<file path="src/rtl/mailbox_pkg.sv">
package mailbox_pkg;

    // ****************************************
    // widths
    // ****************************************
    localparam int          DATA_W      = 36;         // mailbox and data bus width
    localparam int          CTRL_W      = 5;          // clock, select, direction, enable, mail

    // ****************************************
    // reset values
    // ****************************************
    localparam logic        FLAG_EMPTY  = 1'h1;       // flag high: no unread mail
    localparam logic [35:0] MAIL_RESET  = 36'h0;      // stored word after reset
    localparam logic        OE_IDLE_N   = 1'h1;       // data bus released
    localparam logic [1:0]  SYNC_RESET  = 2'h0;       // synchroniser stages after reset

    // ****************************************
    // port direction encodings
    // ****************************************
    localparam logic        A_WRITE_LVL = 1'h1;       // port A writes with direction high
    localparam logic        B_WRITE_LVL = 1'h0;       // port B writes with direction low

endpackage : mailbox_pkg

</file>
<file path="src/rtl/dual_port_mailbox_bypass.sv">
`timescale 1ns/1ps
// Operation
// - Two 36-bit mailboxes, one per direction, pass words outside the FIFO queues.
// - A port's mail select high aims its transfer at a mailbox, low at its FIFO.
// - A port A clock rise with a selected mailbox write loads mailbox one from port A.
// - A port B clock rise with a selected mailbox write loads mailbox two from port B.
// - A successful store drives that mailbox's flag low to show unread mail.
// - While a mailbox flag is low, further writes to it are dropped and change nothing.
// - Driven data is the FIFO word with mail select low, the mailbox word with it high.
// - A port B clock rise with a selected mailbox read raises the mailbox one flag.
// - A port A clock rise with a selected mailbox read raises the mailbox two flag.
// - Reading leaves a mailbox word intact; only an accepted write changes it.
module dual_port_mailbox_bypass
    import mailbox_pkg::*;
(
    input  wire logic              core_clk,
    input  wire logic              sys_rst,
    input  wire logic              port_a_clock,
    input  wire logic              port_a_chip_select_n,
    input  wire logic              port_a_write_not_read,
    input  wire logic              port_a_enable,
    input  wire logic              port_a_mail_select,
    input  wire logic [DATA_W-1:0] port_a_data_bus_in,
    output logic      [DATA_W-1:0] port_a_data_bus_out,
    output logic                   port_a_data_bus_oe_n,
    input  wire logic [DATA_W-1:0] port_a_fifo_word,
    input  wire logic              port_b_clock,
    input  wire logic              port_b_chip_select_n,
    input  wire logic              port_b_write_not_read,
    input  wire logic              port_b_enable,
    input  wire logic              port_b_mail_select,
    input  wire logic [DATA_W-1:0] port_b_data_bus_in,
    output logic      [DATA_W-1:0] port_b_data_bus_out,
    output logic                   port_b_data_bus_oe_n,
    input  wire logic [DATA_W-1:0] port_b_fifo_word,
    input  wire logic              fifo_one_reset_n,
    input  wire logic              fifo_two_reset_n,
    output logic                   mailbox_one_flag_n,
    output logic                   mailbox_two_flag_n
);

    localparam int PIN_W = DATA_W + CTRL_W;

    // ****************************************
    // decode helpers
    // ****************************************
    // a mailbox access: chip selected, enabled, mail select high, direction matches
    function automatic logic mail_access(input logic cs_n, input logic en, input logic sel,
                                         input logic dir, input logic want);
        mail_access = !cs_n && en && sel && (dir == want);
    endfunction : mail_access

    // ****************************************
    // pin synchronisers
    // ****************************************
    logic [PIN_W-1:0] a_meta_q;
    logic [PIN_W-1:0] a_sync_q;
    logic             a_clk_old_q;
    logic [PIN_W-1:0] b_meta_q;
    logic [PIN_W-1:0] b_sync_q;
    logic             b_clk_old_q;
    logic [1:0]       rst_one_q;
    logic [1:0]       rst_two_q;

    // port clocks come from the masters, so their rises are found after two flops
    always_ff @(posedge core_clk) begin
        if (sys_rst) begin
            a_meta_q    <= '0;
            a_sync_q    <= '0;
            a_clk_old_q <= 1'h0;
        end else begin
            a_meta_q    <= {port_a_clock, port_a_chip_select_n, port_a_write_not_read,
                            port_a_enable, port_a_mail_select, port_a_data_bus_in};
            a_sync_q    <= a_meta_q;
            a_clk_old_q <= a_sync_q[PIN_W-1];
        end
    end

    always_ff @(posedge core_clk) begin
        if (sys_rst) begin
            b_meta_q    <= '0;
            b_sync_q    <= '0;
            b_clk_old_q <= 1'h0;
        end else begin
            b_meta_q    <= {port_b_clock, port_b_chip_select_n, port_b_write_not_read,
                            port_b_enable, port_b_mail_select, port_b_data_bus_in};
            b_sync_q    <= b_meta_q;
            b_clk_old_q <= b_sync_q[PIN_W-1];
        end
    end

    // fifo resets are asynchronous pins too
    always_ff @(posedge core_clk) begin
        if (sys_rst) begin
            rst_one_q <= SYNC_RESET;
            rst_two_q <= SYNC_RESET;
        end else begin
            rst_one_q <= {rst_one_q[0], fifo_one_reset_n};
            rst_two_q <= {rst_two_q[0], fifo_two_reset_n};
        end
    end

    // ****************************************
    // decoded port activity
    // ****************************************
    logic              a_rise;
    logic              a_cs_n;
    logic              a_dir;
    logic              a_en;
    logic              a_sel;
    logic [DATA_W-1:0] a_data;
    logic              b_rise;
    logic              b_cs_n;
    logic              b_dir;
    logic              b_en;
    logic              b_sel;
    logic [DATA_W-1:0] b_data;
    logic              one_reset;
    logic              two_reset;
    logic              a_wr_mail;
    logic              a_rd_mail;
    logic              b_wr_mail;
    logic              b_rd_mail;
    logic              one_accept;
    logic              two_accept;

    assign {a_cs_n, a_dir, a_en, a_sel, a_data} = a_sync_q[PIN_W-2:0];
    assign {b_cs_n, b_dir, b_en, b_sel, b_data} = b_sync_q[PIN_W-2:0];
    assign a_rise    = a_sync_q[PIN_W-1] && !a_clk_old_q;
    assign b_rise    = b_sync_q[PIN_W-1] && !b_clk_old_q;
    assign one_reset = !rst_one_q[1];
    assign two_reset = !rst_two_q[1];

    // port A writes with direction high, port B with direction low
    assign a_wr_mail = a_rise
                       && mail_access(a_cs_n, a_en, a_sel, a_dir, A_WRITE_LVL);
    assign a_rd_mail = a_rise
                       && mail_access(a_cs_n, a_en, a_sel, a_dir, !A_WRITE_LVL);
    assign b_wr_mail = b_rise
                       && mail_access(b_cs_n, b_en, b_sel, b_dir, B_WRITE_LVL);
    assign b_rd_mail = b_rise
                       && mail_access(b_cs_n, b_en, b_sel, b_dir, !B_WRITE_LVL);

    // a write lands only while the flag shows the box empty
    assign one_accept = a_wr_mail && mailbox_one_flag_n && !one_reset;
    assign two_accept = b_wr_mail && mailbox_two_flag_n && !two_reset;

    // ****************************************
    // mailbox storage
    // ****************************************
    logic [DATA_W-1:0] mailbox_one_q;
    logic [DATA_W-1:0] mailbox_two_q;

    // words change only on an accepted write; reads never touch them
    always_ff @(posedge core_clk) begin
        if (sys_rst) begin
            mailbox_one_q <= MAIL_RESET;
        end else if (one_accept) begin
            mailbox_one_q <= a_data;
        end
    end

    always_ff @(posedge core_clk) begin
        if (sys_rst) begin
            mailbox_two_q <= MAIL_RESET;
        end else if (two_accept) begin
            mailbox_two_q <= b_data;
        end
    end

    // ****************************************
    // mail flags
    // ****************************************
    // fifo reset first; a new store beats a read on the same edge so mail is never lost
    always_ff @(posedge core_clk) begin
        if (sys_rst || one_reset) begin
            mailbox_one_flag_n <= FLAG_EMPTY;
        end else if (one_accept) begin
            mailbox_one_flag_n <= 1'h0;
        end else if (b_rd_mail) begin
            mailbox_one_flag_n <= 1'h1;
        end
    end

    always_ff @(posedge core_clk) begin
        if (sys_rst || two_reset) begin
            mailbox_two_flag_n <= FLAG_EMPTY;
        end else if (two_accept) begin
            mailbox_two_flag_n <= 1'h0;
        end else if (a_rd_mail) begin
            mailbox_two_flag_n <= 1'h1;
        end
    end

    // ****************************************
    // data bus drivers
    // ****************************************
    // registered mux; the bus follows the pins a few core cycles late
    always_ff @(posedge core_clk) begin
        if (sys_rst) begin
            port_a_data_bus_out  <= MAIL_RESET;
            port_a_data_bus_oe_n <= OE_IDLE_N;
        end else begin
            port_a_data_bus_out  <= a_sel ? mailbox_two_q : port_a_fifo_word;
            port_a_data_bus_oe_n <= a_cs_n || (a_dir == A_WRITE_LVL);
        end
    end

    always_ff @(posedge core_clk) begin
        if (sys_rst) begin
            port_b_data_bus_out  <= MAIL_RESET;
            port_b_data_bus_oe_n <= OE_IDLE_N;
        end else begin
            port_b_data_bus_out  <= b_sel ? mailbox_one_q : port_b_fifo_word;
            port_b_data_bus_oe_n <= b_cs_n || (b_dir == B_WRITE_LVL);
        end
    end
endmodule : dual_port_mailbox_bypass

</file>
<file path="config.mk">
export PLATFORM = sky130hd
export DESIGN_NAME = dual_port_mailbox_bypass
export DESIGN_NICKNAME = d
export VERILOG_FILES = /design/src/rtl/mailbox_pkg.sv /design/src/rtl/dual_port_mailbox_bypass.sv
export SDC_FILE = /design/constraint.sdc
export NUM_CORES = 1
export LEC_CHECK = 0
export BUFFER_PORTS_ARGS = -buffer_cell sky130_fd_sc_hd__buf_2
export CORE_MARGIN = 2
export CORE_UTILIZATION = 45
export CTS_BUF_LIST = sky130_fd_sc_hd__clkbuf_8
export DETAILED_ROUTE_END_ITERATION = 8
export GPL_ROUTABILITY_DRIVEN = 0
export GPL_TIMING_DRIVEN = 0
export PLACE_DENSITY = 0.65
export SLEW_MARGIN = 20
export SYNTH_ARGS = -nofsm -noshare
export SYNTH_HDL_FRONTEND = slang
export SYNTH_SLANG_ARGS = --single-unit
export TNS_END_PERCENT = 30
</file>
<file path="constraint.sdc">
create_clock -name core_clk -period 2 [get_ports core_clk]
set_input_delay 0.2 -clock core_clk [delete_from_list [all_inputs] [get_ports core_clk]]
set_output_delay 0.2 -clock core_clk [all_outputs]
set_load 0.01 [all_outputs]
</file>
Yosys cells after proc, flatten, opt, wreduce, memory -nomap -nowiden. Index checks and enable logic that the tools add are counted.

Latch bits: 0. Register bits after elaboration: 318. Input bits: 158. Memories kept: 0. Output and inout port bits: 76. Bits in read-only memories: 0. Bits in writable memories: 0. Logic and storage cells: 54.

$mul: 0. Muxes and demuxes: 6. Shift-type cells: 0. $lt $le $gt $ge: 0. Reductions and logical operators: 30. Bitwise operators: 2. Equal/unequal tests: 0. $add $sub $neg: 0. Divide/modulo/power cells: 0.

Operators by type and width (count): 2-to-1 mux 36 bit (2); logical AND 1 bit (18); zero test 1 bit (6); logical OR 1 bit (4); 2-to-1 mux 1 bit (4); nonzero test 2 bit (2); inverter 1 bit (2).

Logic depth before layout (Yosys ltp).
Word-level depth: 8. Mapped depth: 5.

Worst setup path before layout. OpenSTA, ideal clock, no wires.

Kind: flip-flop to flip-flop. From: register b_sync_q[38]. To: register mailbox_two_flag_n. Cell stages (with the launch flop): 5. Library setup time: 0.134 ns. Data arrival time: 1.217 ns. Slack: 0.649 ns. Period minus slack after synthesis: 1.351 ns. Path through: dfxtp_1 -> and4bb_1 -> buf_4 -> a21boi_1 -> or4b_1.

Cells in the longest elaborated chain, start to end: 6.

RTL lines: start, declared (line dual_port_mailbox_bypass.sv:60) `logic [PIN_W-1:0] b_sync_q;`; start signal, assigned (line dual_port_mailbox_bypass.sv:87) `b_sync_q <= b_meta_q;`; inverter 1 bit (*) (line dual_port_mailbox_bypass.sv:50) `mail_access = !cs_n && en && sel && (dir == want);`; logical AND 1 bit (*) (line dual_port_mailbox_bypass.sv:50); logical AND 1 bit (*) (line dual_port_mailbox_bypass.sv:140) `&& mail_access(b_cs_n, b_en, b_sel, b_dir, B_WRITE_LVL);`; logical AND 1 bit (*) (2 in a row) (line dual_port_mailbox_bypass.sv:146) `assign two_accept = b_wr_mail && mailbox_two_flag_n && !two_reset;`; 2-to-1 mux 1 bit or nonzero test 2 bit (tied branches); end signal, assigned (line dual_port_mailbox_bypass.sv:187) `mailbox_two_flag_n <= FLAG_EMPTY;`; end signal, assigned (line dual_port_mailbox_bypass.sv:189) `mailbox_two_flag_n <= 1'h0;`; end signal, assigned (line dual_port_mailbox_bypass.sv:191) `mailbox_two_flag_n <= 1'h1;`; end, declared (line dual_port_mailbox_bypass.sv:39) `output logic mailbox_two_flag_n`.

Every way passes the cells marked *; elsewhere a longest branch is shown, timed or not. A chain may end at the register's enable or synchronous reset.

Worst setup path in the final report.
From: register b_sync_q[38]. To: register mailbox_two_q[13].

Cells in the longest elaborated chain, start to end: 5.

RTL lines: inverter 1 bit (line dual_port_mailbox_bypass.sv:50); logical AND 1 bit (line dual_port_mailbox_bypass.sv:50); logical AND 1 bit (line dual_port_mailbox_bypass.sv:140); logical AND 1 bit (2 in a row) (line dual_port_mailbox_bypass.sv:146); end signal, assigned (line dual_port_mailbox_bypass.sv:167) `mailbox_two_q <= b_data;`; end, declared (line dual_port_mailbox_bypass.sv:152) `logic [DATA_W-1:0] mailbox_two_q;`.

No other way between the ends.

==> out/qor.json <==
{
  "run_status": "complete, no violations",
  "synth_fp_nets": 1093,
  "drt-total-wl_mm": 24.4,
  "time_the_final_worst_path_needs_with_i_o_delays_and_setup_ns": 1.71,
  "finish.net_count": 1534,
  "worst_skew_ns": 0.0210,
  "grt_most_used_layer": "met2",
  "grt_first_pass_wirelength_mm": 38.0,
  "finalCritPeriodShare": 0.854,
  "ys_types": 25,
  "finalSetupViolations": 0,
  "clk_transition_reported_paths_ns": 0.07,
  "grt_start_max_net_pins": 13,
  "synth_top_cell_area_share": 0.619,
  "totalNegativeSetupSlack_ns": 0,
  "via_density": 4.52,
  "final_layout_size_suffix_gt1_frac": 0.235,
  "timing.max_cap.violations": 0,
  "die_height_um": 155,
  "cts-buffers-inserted": 51,
  "clock_tree_from_tritoncts": "yes",
  "synth_enable_flop_cells": 0,
  "firstDrtPassIters": 4,
  "grt_usage": 0.199,
  "synthTopCellsByArea": "sky130_fd_sc_hd__dfxtp_1 (62%), sky130_fd_sc_hd__mux2i_1 (11%), sky130_fd_sc_hd__nor2b_1 (10%)",
  "clockBufferDepth": 3,
  "dp_cells": 1452,
  "peakVddDrop_uv": 573,
  "sum_of_overflow_across_all_layers_after_global_routing": 0,
  "use_met1": 0.251,
  "detail_route.wl_per_cell_um": 14.3,
  "share_seq_of_total_power": 0.482,
  "vias_in_the_first_global_route": 7662,
  "grt_antenna_before_repair": 1,
  "synthFlopType": "sky130_fd_sc_hd__dfxtp_1",
  "cellInternalPower_mw": 10.8,
  "dp_hpwl_mm": 15.3,
  "rows": 55,
  "yosys_register_bits": 318,
  "worst_margin_pin_slew_ns": 0.810,
  "share_comb_of_total_power": 0.072,
  "drtAntennaViolNets": 0,
  "die_area_mm2": 0.0241,
  "share_clk_of_total_power": 0.446,
  "synth.yosys.warnings": 0,
  "cp_data_arrival_time_ns": 2.19,
  "p_sw_frac": 0.213,
  "slew_headroom": 0.460,
  "route.detailed.drc": 0,
  "hold_viol": 0,
  "final_common_cell": "sky130_fd_sc_hd__dfxtp_1",
  "layout.cells.most_common_list": "sky130_fd_sc_hd__dfxtp_1 (318), sky130_fd_sc_hd__buf_2 (246), sky130_fd_sc_hd__nor2b_1 (172)",
  "worst-path-max-fanout": 10,
  "timing_max_transition_violations_final": 0,
  "grtUsageMet3": 0.0415,
  "io_pins": 234,
  "postSynth.asyncResetShare": 0,
  "criticalPathCategory": "register to register",
  "multi_input_comb_area_mm2": 0.00361,
  "clkSinkCount": 318,
  "critPathCaptureType": "register",
  "worst_setup_path_start_kind": "register",
  "grt_setup_unrepaired": "false",
  "filler_cell_count": 1761,
  "final_cells": 1700,
  "avgSynthCellArea_um2": 11.0,
  "cts_htree_levels": 2,
  "seqCellArea_mm2": 0.00637,
  "initial_utilization": 0.457,
  "synthCells": 935,
  "cp.required_ns": 2.48,
  "power-per-cell-area_mw_per_mm2": 948,
  "post_cts.resized_instances": 0,
  "detail_route.iter0.violations": 298,
  "synthDominantAreaCellType": "sky130_fd_sc_hd__dfxtp_1",
  "hold_class": "input port to register",
  "post_synth_instance_area_mm2": 0.0103,
  "port-buffer-count": 232,
  "root_buffer": "sky130_fd_sc_hd__clkbuf_8",
  "source_to_sink_clock_delay_at_the_later_pin_of_the_worst_skew_pair_ns": 0.56,
  "num_vias": 7688,
  "flow.area_growth_from_synthesis_pct": 41.3,
  "grt_use_met2": 0.334,
  "dieWidth_um": 155,
  "synth_seq_area_share": 0.619,
  "sw_pwr_mw": 2.93,
  "coreArea_mm2": 0.0225,
  "achievable-frequency_ghz": 0.586,
  "power.static_leakage_nw": 6.08
}
registers in the layout, indices dropped and copies added, names as in the netlist:
signal                count
rst_one_q                 2
port_b_data_bus_oe_n      1
rst_two_q                 2
port_a_data_bus_out      36
b_sync_q                 41
mailbox_two_flag_n        1
mailbox_one_flag_n        1
a_meta_q                 41
port_a_data_bus_oe_n      1
mailbox_two_q            36
b_meta_q                 41
mailbox_one_q            36
port_b_data_bus_out      36
a_sync_q                 41
a_clk_old_q               1
b_clk_old_q               1
area by class of cell:
cell class | instances | share of cell area
diodes | 1 | 0.000172
plain buffers | 69 | 0.0208
clock buffers | 65 | 0.0616
clock inverters | 26 | 0.0183
multi-input cells | 548 | 0.249
flip-flops and latches | 318 | 0.438
well taps | 285 | 0.0246
repair buffers | 388 | 0.187
synthesized netlist by cell type (3+ instances only):
cell type                  number
sky130_fd_sc_hd__o21ai_0       37
sky130_fd_sc_hd__a21oi_1       37
sky130_fd_sc_hd__buf_4          3
sky130_fd_sc_hd__mux2i_1      108
sky130_fd_sc_hd__nand2b_1      72
sky130_fd_sc_hd__clkbuf_1      48
sky130_fd_sc_hd__buf_2         14
sky130_fd_sc_hd__dfxtp_1      318
sky130_fd_sc_hd__nor2b_1      172
sky130_fd_sc_hd__nor2_1        73
sky130_fd_sc_hd__nand4_1       36
power groups by stage:
stage                     registers (mW)  logic, mW  clock network (mW)
after CTS                           6.64      0.985                6.28
after global routing                6.66       1.09                6.57
after floorplan                     6.81      0.364                   0
final                               6.64      0.990                6.14
after detailed placement            6.77      0.742                   0
after global placement              6.77      0.739                   0
cell families (layout without fill, tap and decap cells):
family	after synthesis	in the layout	share of synthesized area
other	0	1	0
muxes	108	108	0.105
AOI/OAI and AO/OA	75	75	0.0368
and+or+nand+nor	365	365	0.209
buffers and inverters	69	548	0.0295
DFF	318	318	0.619
critical path: stages, from the launching register on:
cell,delay (ns)
sky130_fd_sc_hd__dfxtp_1,0.36
sky130_fd_sc_hd__nand4bb_1,0.14
sky130_fd_sc_hd__clkbuf_1,0.48
sky130_fd_sc_hd__clkbuf_1,0.37
sky130_fd_sc_hd__o21ai_0,0.13
sky130_fd_sc_hd__a21oi_1,0.16
through the flow:
step	power [mW]	worst slack (ns)	instance area [um^2]	util	hold slack [ns]
2_1_floorplan	7.17	0.649	10300	-	0.328
3_3_place_gp	7.51	0.0756	11800	0.524	0.396
3_5_place_dp	7.52	0.0654	11800	0.524	0.404
4_1_cts	13.9	0.321	14500	0.645	0.00387
5_1_grt	14.3	0.146	14500	0.645	0.0224
6_report	13.8	0.293	14500	0.645	0.0341
routing by layer:
layer | part of all wire | wire (um) | vias up
met5 | 0 | 0 | -
met4 | 0.028 | 679 | 0
met3 | 0.046 | 1130 | 62
met2 | 0.47 | 11400 | 213
met1 | 0.46 | 11200 | 3454
li1 | - | - | 3959
repair_timing:
item,4_1_cts,5_1_grt
hold endpoints to repair,156,0
hold buffers,156,0
setup buffers,0,0
path summary, 6_finish.rpt:
kind                startpoint                   end  slack (ns)  cells after the start
hold reg to reg   b_sync_q[38]  port_b_data_bus_oe_n        0.41                      1
hold / removal         sys_rst    mailbox_two_flag_n        0.03                      2
setup reg to reg  b_sync_q[38]     mailbox_two_q[13]        0.29                      5
setup / recovery  b_sync_q[38]     mailbox_two_q[13]        0.29                      5
No activity file was read; power rests on OpenSTA's default activity.
